[src/i2c_slave10_regs.vh]
// Constants for the ten-bit address two-wire bus slave
`ifndef I2C_SLAVE10_REGS_VH
`define I2C_SLAVE10_REGS_VH
`define TEN_BIT_PREFIX 5'h1_E
`define RESERVED_PREFIX 5'h1_F
`define GENERAL_CALL_ADDR 7'h0_0
`define START_BYTE_VAL 8'h0_1
`define BIT_COUNT_LAST 3'h7
`define FILTER_LEN 2'h2
`define STRETCH_CYCLES 4'h2
`endif

[src/i2c_slave10.v]
// Two-wire bus slave with ten-bit address and general call recognition
`timescale 1ns/1ps
`include "i2c_slave10_regs.vh"
// Notes on behaviour
// - Ten-bit header is 11110, two MSBs, direction
// - Headers 11111XX are reserved, never matched
// - Direction low is write, high is read
// - Write header: next byte is low address
// - Header with write direction matched and acknowledged
// - Second byte must match low eight bits
// - Selection holds until stop or other address
// - Remembered selection plus read header makes transmitter
// - Read header without prior selection is ignored
// - Each byte gets one acknowledge slot
// - Any start resets protocol to address phase
// - Follows fast mode, may stretch clock low
// - Works equally at standard mode rates
// - Spikes on clock and data filtered
// - General call treated as seven-bit slave does
// - Start byte never acknowledged, restart follows
module i2c_slave10 (
  input wire ref_clk,
  input wire reset,
  input wire [9:0] own_addr,
  input wire gen_call_en,
  input wire scl_in,
  output wire scl_out,
  output wire scl_oe_n,
  input wire sda_in,
  output wire sda_out,
  output wire sda_oe_n,
  output reg [7:0] rx_data,
  output reg rx_valid,
  output reg rx_gen_call,
  input wire [7:0] tx_data,
  output reg tx_req,
  input wire tx_ready,
  output reg selected,
  output reg transmitting,
  output reg bus_stop
);
  // ---------------------------------------------------------------
  // States
  // ---------------------------------------------------------------
  localparam ST_IDLE = 3'd0;
  localparam ST_HDR = 3'd1;
  localparam ST_LOW = 3'd2;
  localparam ST_RXD = 3'd3;
  localparam ST_TXD = 3'd4;
  localparam ST_ACK = 3'd5;
  localparam ST_MACK = 3'd6;

  function is_ten_hdr;
    input [7:0] b;
    begin
      is_ten_hdr = (b[7:3] == `TEN_BIT_PREFIX);
    end
  endfunction

  // ---------------------------------------------------------------
  // Input conditioning
  // ---------------------------------------------------------------
  reg scl_s1_reg, scl_s2_reg, sda_s1_reg, sda_s2_reg;
  wire scl_f, sda_f;
  reg scl_d_reg, sda_d_reg;

  always @(posedge ref_clk) begin
    if (reset) begin
      scl_s1_reg <= 1'b1;
      scl_s2_reg <= 1'b1;
      sda_s1_reg <= 1'b1;
      sda_s2_reg <= 1'b1;
      scl_d_reg <= 1'b1;
      sda_d_reg <= 1'b1;
    end else begin
      scl_s1_reg <= scl_in;
      scl_s2_reg <= scl_s1_reg;
      sda_s1_reg <= sda_in;
      sda_s2_reg <= sda_s1_reg;
      scl_d_reg <= scl_f;
      sda_d_reg <= sda_f;
    end
  end

  glitch_filter scl_filt (
    .ref_clk(ref_clk),
    .reset(reset),
    .din(scl_s2_reg),
    .dout(scl_f)
  );
  glitch_filter sda_filt (
    .ref_clk(ref_clk),
    .reset(reset),
    .din(sda_s2_reg),
    .dout(sda_f)
  );

  wire scl_rise = scl_f & ~scl_d_reg;
  wire scl_fall = ~scl_f & scl_d_reg;
  wire start_det = scl_f & scl_d_reg & ~sda_f & sda_d_reg;
  wire stop_det = scl_f & scl_d_reg & sda_f & ~sda_d_reg;

  // ---------------------------------------------------------------
  // Protocol engine
  // ---------------------------------------------------------------
  reg [2:0] state_reg;
  reg [2:0] bit_cnt_reg;
  reg [7:0] shift_reg;
  reg hdr_hit_reg;
  reg remembered_reg;
  reg sda_low_reg;
  reg ack_pend_reg;
  reg ack_ok_reg;
  reg stretch_reg;
  reg [3:0] hold_reg;

  assign sda_out = 1'b0;
  assign scl_out = 1'b0;
  assign sda_oe_n = ~sda_low_reg;
  assign scl_oe_n = ~stretch_reg;

  wire [7:0] rx_byte = {shift_reg[6:0], sda_f};

  always @(posedge ref_clk) begin
    if (reset) begin
      state_reg <= ST_IDLE;
      bit_cnt_reg <= 3'h0;
      shift_reg <= 8'h0_0;
      hdr_hit_reg <= 1'b0;
      remembered_reg <= 1'b0;
      sda_low_reg <= 1'b0;
      ack_pend_reg <= 1'b0;
      ack_ok_reg <= 1'b0;
      stretch_reg <= 1'b0;
      hold_reg <= 4'h0;
      rx_data <= 8'h0_0;
      rx_valid <= 1'b0;
      rx_gen_call <= 1'b0;
      tx_req <= 1'b0;
      selected <= 1'b0;
      transmitting <= 1'b0;
      bus_stop <= 1'b0;
    end else begin
      rx_valid <= 1'b0;
      tx_req <= 1'b0;
      bus_stop <= 1'b0;
      if (stop_det) begin
        state_reg <= ST_IDLE;
        remembered_reg <= 1'b0;
        selected <= 1'b0;
        transmitting <= 1'b0;
        sda_low_reg <= 1'b0;
        stretch_reg <= 1'b0;
        bus_stop <= 1'b1;
        // Selection by general call ends with the transfer
        rx_gen_call <= 1'b0;
      end else if (start_det) begin
        state_reg <= ST_HDR;
        bit_cnt_reg <= 3'h0;
        sda_low_reg <= 1'b0;
        stretch_reg <= 1'b0;
        transmitting <= 1'b0;
      end else begin
        case (state_reg)
          ST_IDLE: begin
            sda_low_reg <= 1'b0;
          end
          ST_HDR, ST_LOW, ST_RXD: begin
            if (scl_rise) begin
              shift_reg <= rx_byte;
              if (bit_cnt_reg == `BIT_COUNT_LAST) begin
                bit_cnt_reg <= 3'h0;
                ack_pend_reg <= 1'b1;
                ack_ok_reg <= 1'b0;
                if (state_reg == ST_HDR) begin
                  // Any new address deselects until it matches again
                  selected <= 1'b0;
                  rx_gen_call <= 1'b0;
                  // A stale header hit would send the next data byte to the low-address match
                  hdr_hit_reg <= 1'b0;
                  if (is_ten_hdr(rx_byte) && (rx_byte[2:1] == own_addr[9:8])) begin
                    if (!rx_byte[0]) begin
                      hdr_hit_reg <= 1'b1;
                      ack_ok_reg <= 1'b1;
                      remembered_reg <= 1'b0;
                    end else if (remembered_reg) begin
                      ack_ok_reg <= 1'b1;
                      selected <= 1'b1;
                      transmitting <= 1'b1;
                    end else begin
                      hdr_hit_reg <= 1'b0;
                    end
                  end else if (gen_call_en && rx_byte[7:1] == `GENERAL_CALL_ADDR && !rx_byte[0]) begin
                    ack_ok_reg <= 1'b1;
                    selected <= 1'b1;
                    rx_gen_call <= 1'b1;
                    remembered_reg <= 1'b0;
                  end else begin
                    // Start byte, seven-bit or reserved headers land here
                    remembered_reg <= 1'b0;
                    hdr_hit_reg <= 1'b0;
                  end
                end else if (state_reg == ST_LOW) begin
                  if (hdr_hit_reg && rx_byte == own_addr[7:0]) begin
                    ack_ok_reg <= 1'b1;
                    selected <= 1'b1;
                    remembered_reg <= 1'b1;
                  end
                  hdr_hit_reg <= 1'b0;
                end else begin
                  ack_ok_reg <= 1'b1;
                  rx_data <= rx_byte;
                  rx_valid <= 1'b1;
                end
              end else begin
                bit_cnt_reg <= bit_cnt_reg + 3'h1;
              end
            end
            if (scl_fall && ack_pend_reg) begin
              ack_pend_reg <= 1'b0;
              sda_low_reg <= ack_ok_reg;
              if (ack_ok_reg) begin
                state_reg <= ST_ACK;
              end else begin
                state_reg <= ST_IDLE;
              end
            end
          end
          ST_ACK: begin
            if (scl_fall) begin
              sda_low_reg <= 1'b0;
              if (transmitting) begin
                tx_req <= 1'b1;
                stretch_reg <= 1'b1;
                hold_reg <= `STRETCH_CYCLES;
                state_reg <= ST_TXD;
              end else if (hdr_hit_reg) begin
                state_reg <= ST_LOW;
              end else begin
                state_reg <= ST_RXD;
              end
            end
          end
          ST_TXD: begin
            if (stretch_reg) begin
              if (hold_reg != 4'h0) begin
                hold_reg <= hold_reg - 4'h1;
              end else if (tx_ready) begin
                shift_reg <= tx_data;
                sda_low_reg <= ~tx_data[7];
                bit_cnt_reg <= 3'h0;
                stretch_reg <= 1'b0;
              end
            end else if (scl_fall) begin
              if (bit_cnt_reg == `BIT_COUNT_LAST) begin
                sda_low_reg <= 1'b0;
                state_reg <= ST_MACK;
              end else begin
                sda_low_reg <= ~shift_reg[6];
                shift_reg <= {shift_reg[6:0], 1'b0};
                bit_cnt_reg <= bit_cnt_reg + 3'h1;
              end
            end
          end
          ST_MACK: begin
            if (scl_rise) begin
              if (sda_f) begin
                state_reg <= ST_IDLE;
                transmitting <= 1'b0;
              end else begin
                state_reg <= ST_ACK;
              end
            end
          end
          default: begin
            state_reg <= ST_IDLE;
          end
        endcase
      end
    end
  end
endmodule

[src/glitch_filter.v]
// Majority-free spike filter: output follows input only after it stays stable
`timescale 1ns/1ps
`include "i2c_slave10_regs.vh"
module glitch_filter (
  input wire ref_clk,
  input wire reset,
  input wire din,
  output reg dout
);
  reg [1:0] count_reg;

  // A level must persist FILTER_LEN+1 samples (150 ns) before it passes
  always @(posedge ref_clk) begin
    if (reset) begin
      count_reg <= 2'h0;
      dout <= 1'b1;
    end else if (din == dout) begin
      count_reg <= 2'h0;
    end else if (count_reg == `FILTER_LEN) begin
      count_reg <= 2'h0;
      dout <= din;
    end else begin
      count_reg <= count_reg + 2'h1;
    end
  end
endmodule

[config.mk]
export PLATFORM = sky130hd
export DESIGN_NAME = i2c_slave10
export DESIGN_NICKNAME = d
export VERILOG_FILES = /design/src/i2c_slave10.v /design/src/glitch_filter.v
export VERILOG_INCLUDE_DIRS = /design/src /design/src/src
export SDC_FILE = /design/constraint.sdc
export NUM_CORES = 1
export LEC_CHECK = 0
export CAP_MARGIN = 25
export CORE_AREA = 2 2 76 78
export CTS_BUF_LIST = sky130_fd_sc_hd__clkbuf_16
export DETAILED_ROUTE_END_ITERATION = 10
export DIE_AREA = 0 0 78 80
export DONT_BUFFER_PORTS = 1
export MAX_ROUTING_LAYER = met4
export SLEW_MARGIN = 25
export SYNTH_ARGS = -nofsm -noshare
export SYNTH_HDL_FRONTEND = slang
export SYNTH_SLANG_ARGS = --single-unit
[constraint.sdc]
create_clock -name ref_clk -period 5.2 [get_ports ref_clk]
set_clock_uncertainty 0.05 [all_clocks]
set_input_delay 0.26 -clock ref_clk [delete_from_list [all_inputs] [get_ports ref_clk]]
set_output_delay 0.26 -clock ref_clk [all_outputs]
set_load 0.05 [all_outputs]
Word level (Yosys, flattened, before mapping)
Cells that the tools add are included.
W data, S select, Z words.

cells by class
  add/sub/neg operators = 4
  multiply operators = 0
  divide/modulo/power cells = 0
  order comparisons = 0
  equality and inequality tests = 47
  shifts and indexed selects = 0
  mux-type cells = 82
  bitwise logic cells = 27
  reduce and logical (&&, ||, !) cells = 42

operator list
  kind                  count
  $mux W3               17
  $mux W1               48
  $mux W7               6
  $reduce_and A7 Y1     6
  $ne A3 B3 Y1 const B  12
  $ne A2 B2 Y1 const B  15
  $not A1 Y1            20
  $reduce_and A6 Y1     3
  $mux W4               4
  $ne A4 B4 Y1 const B  4
  $pmux W3 S5           1
  $reduce_and A5 Y1     3
  $pmux W7 S2           1
  $reduce_bool A2 Y1    7
  $eq A3 B3 Y1 const B  4
  $reduce_or A3 Y1      4
  $reduce_and A9 Y1     1
  $eq A8 B8 Y1          1
  $pmux W4 S2           1
  $reduce_and A8 Y1     1
  $reduce_bool A4 Y1    2
  $and A1 B1 Y1         7
  $logic_not A7 Y1      1
  $reduce_or A7 Y1      1
  other kinds (21)      32

word-level totals
  flip-flop bits (word level) = 49
  bits in latches = 0
  RAM bits = 0
  memory bits (read-only) = 0
  memories = 0

Longest topological paths before layout
  depth after elaboration = 7
  gate-level depth with buffers = 8
  depth with buffers taken out = 7

Cells and area by module
From an unflattened synthesis, not the netlist that was laid out.

second synthesis, totals
  cell total of the unflattened synthesis = 298
  area, all modules = 2680.1 sq um

by module, submodules not included
  module         times used  cells an instance  area each (sq um)
  i2c_slave10    1           278                2452.4
  glitch_filter  2           10                 113.9

Worst setup path before layout
Ideal clock, no wire load.

  kind = flip-flop to flip-flop
  start point = register bit_cnt_reg[0]
  end point = register shift_reg[0]
  setup time = 0.088 ns
  arrival = 1.945 ns
  required time = 5.062 ns
  path slack = 3.117 ns
  cell stages (with the launch flop) = 9
  path buffers = 1
  clock period less this slack = 2.083 ns
  cell sequence = dfxtp_1 > ha_1 > ha_1 > nor3b_4 > o21ai_2 > a2111oi_4 > buf_6 > nor2_1 > a311oi_2

between the ends
  cells in the longest elaborated chain, start to end = 3

RTL lines
  item                         line               source
  from (decl)                  i2c_slave10.v:107  reg [2:0] bit_cnt_reg;
  from (signal assigned)       i2c_slave10.v:216  bit_cnt_reg <= bit_cnt_reg + 3'h1;
  from (signal assigned)       i2c_slave10.v:261  bit_cnt_reg <= bit_cnt_reg + 3'h1;
  $eq A3 B3 Y1 (no line)       -
  $ne A3 B3 Y1 (no line)       -
  $reduce_and A8 Y1 (no line)  -
  to (signal assigned)         i2c_slave10.v:170  shift_reg <= rx_byte;
  to (signal assigned)         i2c_slave10.v:249  shift_reg <= tx_data;
  to (signal assigned)         i2c_slave10.v:260  shift_reg <= {shift_reg[6:0], 1'b0};
  to (decl)                    i2c_slave10.v:108  reg [7:0] shift_reg;

Every way passes these cells.
A chain may end at the register's enable or synchronous reset.

Final worst setup path
  start point = register state_reg[2]
  end point = register shift_reg[5]

between the ends
  cells in the longest elaborated chain, start to end = 4
  elaborated cells between the ends (all ways) = 13

RTL lines
  item                                                          line               source
  from (decl)                                                   i2c_slave10.v:106  reg [2:0] state_reg;
  from (signal assigned)                                        i2c_slave10.v:126  state_reg <= ST_IDLE;
  from (signal assigned)                                        i2c_slave10.v:148  state_reg <= ST_IDLE;
  from (signal assigned)                                        i2c_slave10.v:158  state_reg <= ST_HDR;
  $eq A3 B1 Y1 or $eq A3 B2 Y1 (tied branches)                  i2c_slave10.v:164  case (state_reg)
  $reduce_or A3 Y1                                              i2c_slave10.v:164
  $ne A2 B2 Y1 (no line) or $reduce_bool A2 Y1 (tied branches)  -
  $reduce_and A8 Y1 (no line)                                   -

Parallel ways exist; a longest one is shown, timed or not.

==> summary.txt <==
Timing
  • Max Transition Viols Final: 0
  • Period Utilization, post-route: a little over half
  • Hold slack: about 21 ps
  • RSZ-0062 raised after global routing: no
  • Hold Violations, Final: 0
  • Final min period: 2811 ps
  • Setup TNS: 0 ps
  • Pin slew with the least headroom to its limit: 959.1 ps
  • Final setup vio count: 0
  • FMAX: 0.3558 GHz
  • Slew headroom: a little over a third

Logic synthesis
  • Synthesized cell area: 2634 sq um
  • Synth Area per Inst: 8.496 sq um
  • Mapped Cells: 310
  • Top_reg_cell synth: dfxtp_1
  • Sequential share of the synthesized area: approximately 37%
  • FF+latch count, synth: 49
  • Yosys cell types: 58
  • YS warnings: 0
  • Post-synth EDFFs: 0
  • Ys async rst share: 0%

Placement
  • Detailed Place HPWL: 4243 microns
  • I/O Buffers: 0
  • Post-place instance area: 2615 sq um
  • Routability cong.: 0.8330

Clock tree
  • Longest Clk Path Bufs: 2
  • CTS tree: built
  • Cts repair resizes: 0
  • CTS root buf: clkbuf_16
  • Clock buffers created by TritonCTS: 5
  • Clock Latency Late Sink: 290 ps
  • CTS Sinks: just under 50
  • Clock Pin Slew Worst Setup and Hold Paths: 70 ps
  • H-tree depth: 2

Finish
  • Most frequent cells in the layout: dfxtp_1, nor2_1, nand2_1
  • Area Growth Syn to Fin: 5.178%
  • Cell area after layout: 2770 sq um
  • Fin util: 51.25%
  • Share of cells above drive strength 1: 9.030%
  • Max reg flops: 8
  • Nets: ~330
  • Antenna diode count: 0
  • Most common cell after layout, fill and taps aside: dfxtp_1

Die
  • IO Pins: 42
  • FP Rows: 27
  • Die Y: ~80 microns
  • Die width: slightly below 80 microns
  • Die ar.: ~6200 sq um
  • Initial Util: 48.73%
  • Placeable Area: 5405 sq um

GRT
  • First-pass GRT wire length: 10140 microns
  • GR Util All Layers: 20.91%
  • Vias in the first global route: 2065
  • Largest net degree at the start of global routing: 23
  • Gr ovfl total: 0
  • Antenna violations before repair: 0

Routing
  • Residual DRC: 0
  • Met2 wire len: between 2000 and 3000 microns
  • Drt via density: 5.755
  • Post-DRT Antenna Nets: 0
  • Starting DRC count in detailed routing: 115
  • First-pass detailed-route iteration total: 4
  • Wl on met1: 2894 microns
  • DR vias: 2135
  • DR WL/cell: 16.14 microns
  • Top Metal Used: met4
  • WL met3: 260 microns
  • Final wirelength: roughly 6000 microns

Worst setup path
  • CP endpoint kind: register
  • Required @ worst endpoint: 5350 ps
  • CP arrival: roughly 3000 ps
  • Startpoint types: register
  • Worst-path maximum fanout: 21
  • WS Path Type: reg2reg

Pwr
  • VDD IR-drop max: 169.0 uV
  • Static Leak: 0.9060 nW
  • Total Power: 723.1 uW
  • Power Dens Cells: 261.0 nW/um^2

Min path
  • Tightest Hold Check Type: in2reg

Outcome
  • Status: finished clean

Job
  • Max_cap viols: 0
==> per-layer routing <==
layer | global-route usage [%] | up-vias
met5 | - | -
met4 | 6.491 | 0
met3 | 3.620 | 8
met2 | 33.53 | 59
met1 | 27.11 | 993
li1 | - | 1075
==> cells in the mapped netlist (4+ instances only) <==
cell / count / area, sq um
a211oi_1: 5 / 37.54
a21oi_1: 13 / 65.06
a311oi_1: 6 / 52.55
and2_1: 4 / 25.02
and3_1: 4 / 25.02
buf_2: 6 / 30.03
clkbuf_1: 10 / 37.54
dfxtp_1: 49 / 980.9
ha_1: 6 / 75.07
inv_1: 12 / 45.04
mux2i_1: 9 / 90.09
nand2_1: 27 / 101.4
nand3_1: 13 / 65.06
nand4_1: 6 / 37.54
nor2_1: 37 / 138.9
nor3_1: 5 / 25.02
nor3b_1: 5 / 37.54
o21ai_0: 11 / 55.05
o31ai_1: 4 / 30.03
or2_2: 7 / 43.79
xnor2_1: 13 / 113.9
==> logic make-up (layout without fill, tap and decap cells) <==
family,count (synthesis),in the layout,share of synthesized area [%]
other,1,2,0.1424
adder cells (fa/ha/maj),6,6,2.850
AND/OR/NAND/NOR,137,137,28.03
AO/OA/AOI/OAI,60,60,17.34
buffers and inverters,33,21,5.986
flip-flops,49,49,37.24
XOR/XNOR,15,15,4.988
multiplexers,9,9,3.421
==> worst max-delay path, cell delays in order, from the launching register on <==
cell and delay, ps:
dfxtp_1 700, nor3b_2 690, a21oi_1 210, a2111oi_4 700, nor2_1 110, a311oi_2 250
==> cell type report <==
cell class | instances | area, sq um
clock buffer | 5 | 125.1
inverter | 12 | 45.04
clock inverter | 3 | 20.02
timing repair buffer | 1 | 10.01
sequential | 49 | 980.9
fill | 540 | 2635
multi-input combinational | 229 | 1499
tap | 72 | 90.09
==> where the power goes <==
part           total [mW]  switching (mW)  internal [mW]
Clock               0.322           0.144          0.178
Combinational      0.0212          0.0134        0.00781
Sequential          0.379         0.00198          0.378
Total               0.723           0.159          0.564
==> per-stage QoR <==
stage | worst slack (ps) | std cells
after detailed placement | 2404 | 362
after global routing | 2101 | 371
after floorplan | 3117 | 311
after CTS | 2380 | 371
after global placement | 2537 | 362
final | 2389 | 371
==> what timing repair did <==
action	in CTS	in global routing
hold buffers	1	0
setup buffers	0	0
hold endpoints to repair	21	0
==> worst paths after layout <==
| kind | from | to | slack [ps] | cells past startpoint |
|---|---|---|---|---|
| max | state_reg[2] | shift_reg[5] | 2390 | 5 |
| min | scl_in | scl_s1_reg | 20 | 1 |
| max reg2reg | state_reg[2] | shift_reg[5] | 2390 | 5 |
| min reg2reg | sda_s1_reg | sda_s2_reg | 360 | 1 |
(Power assumes the default switching activity.)
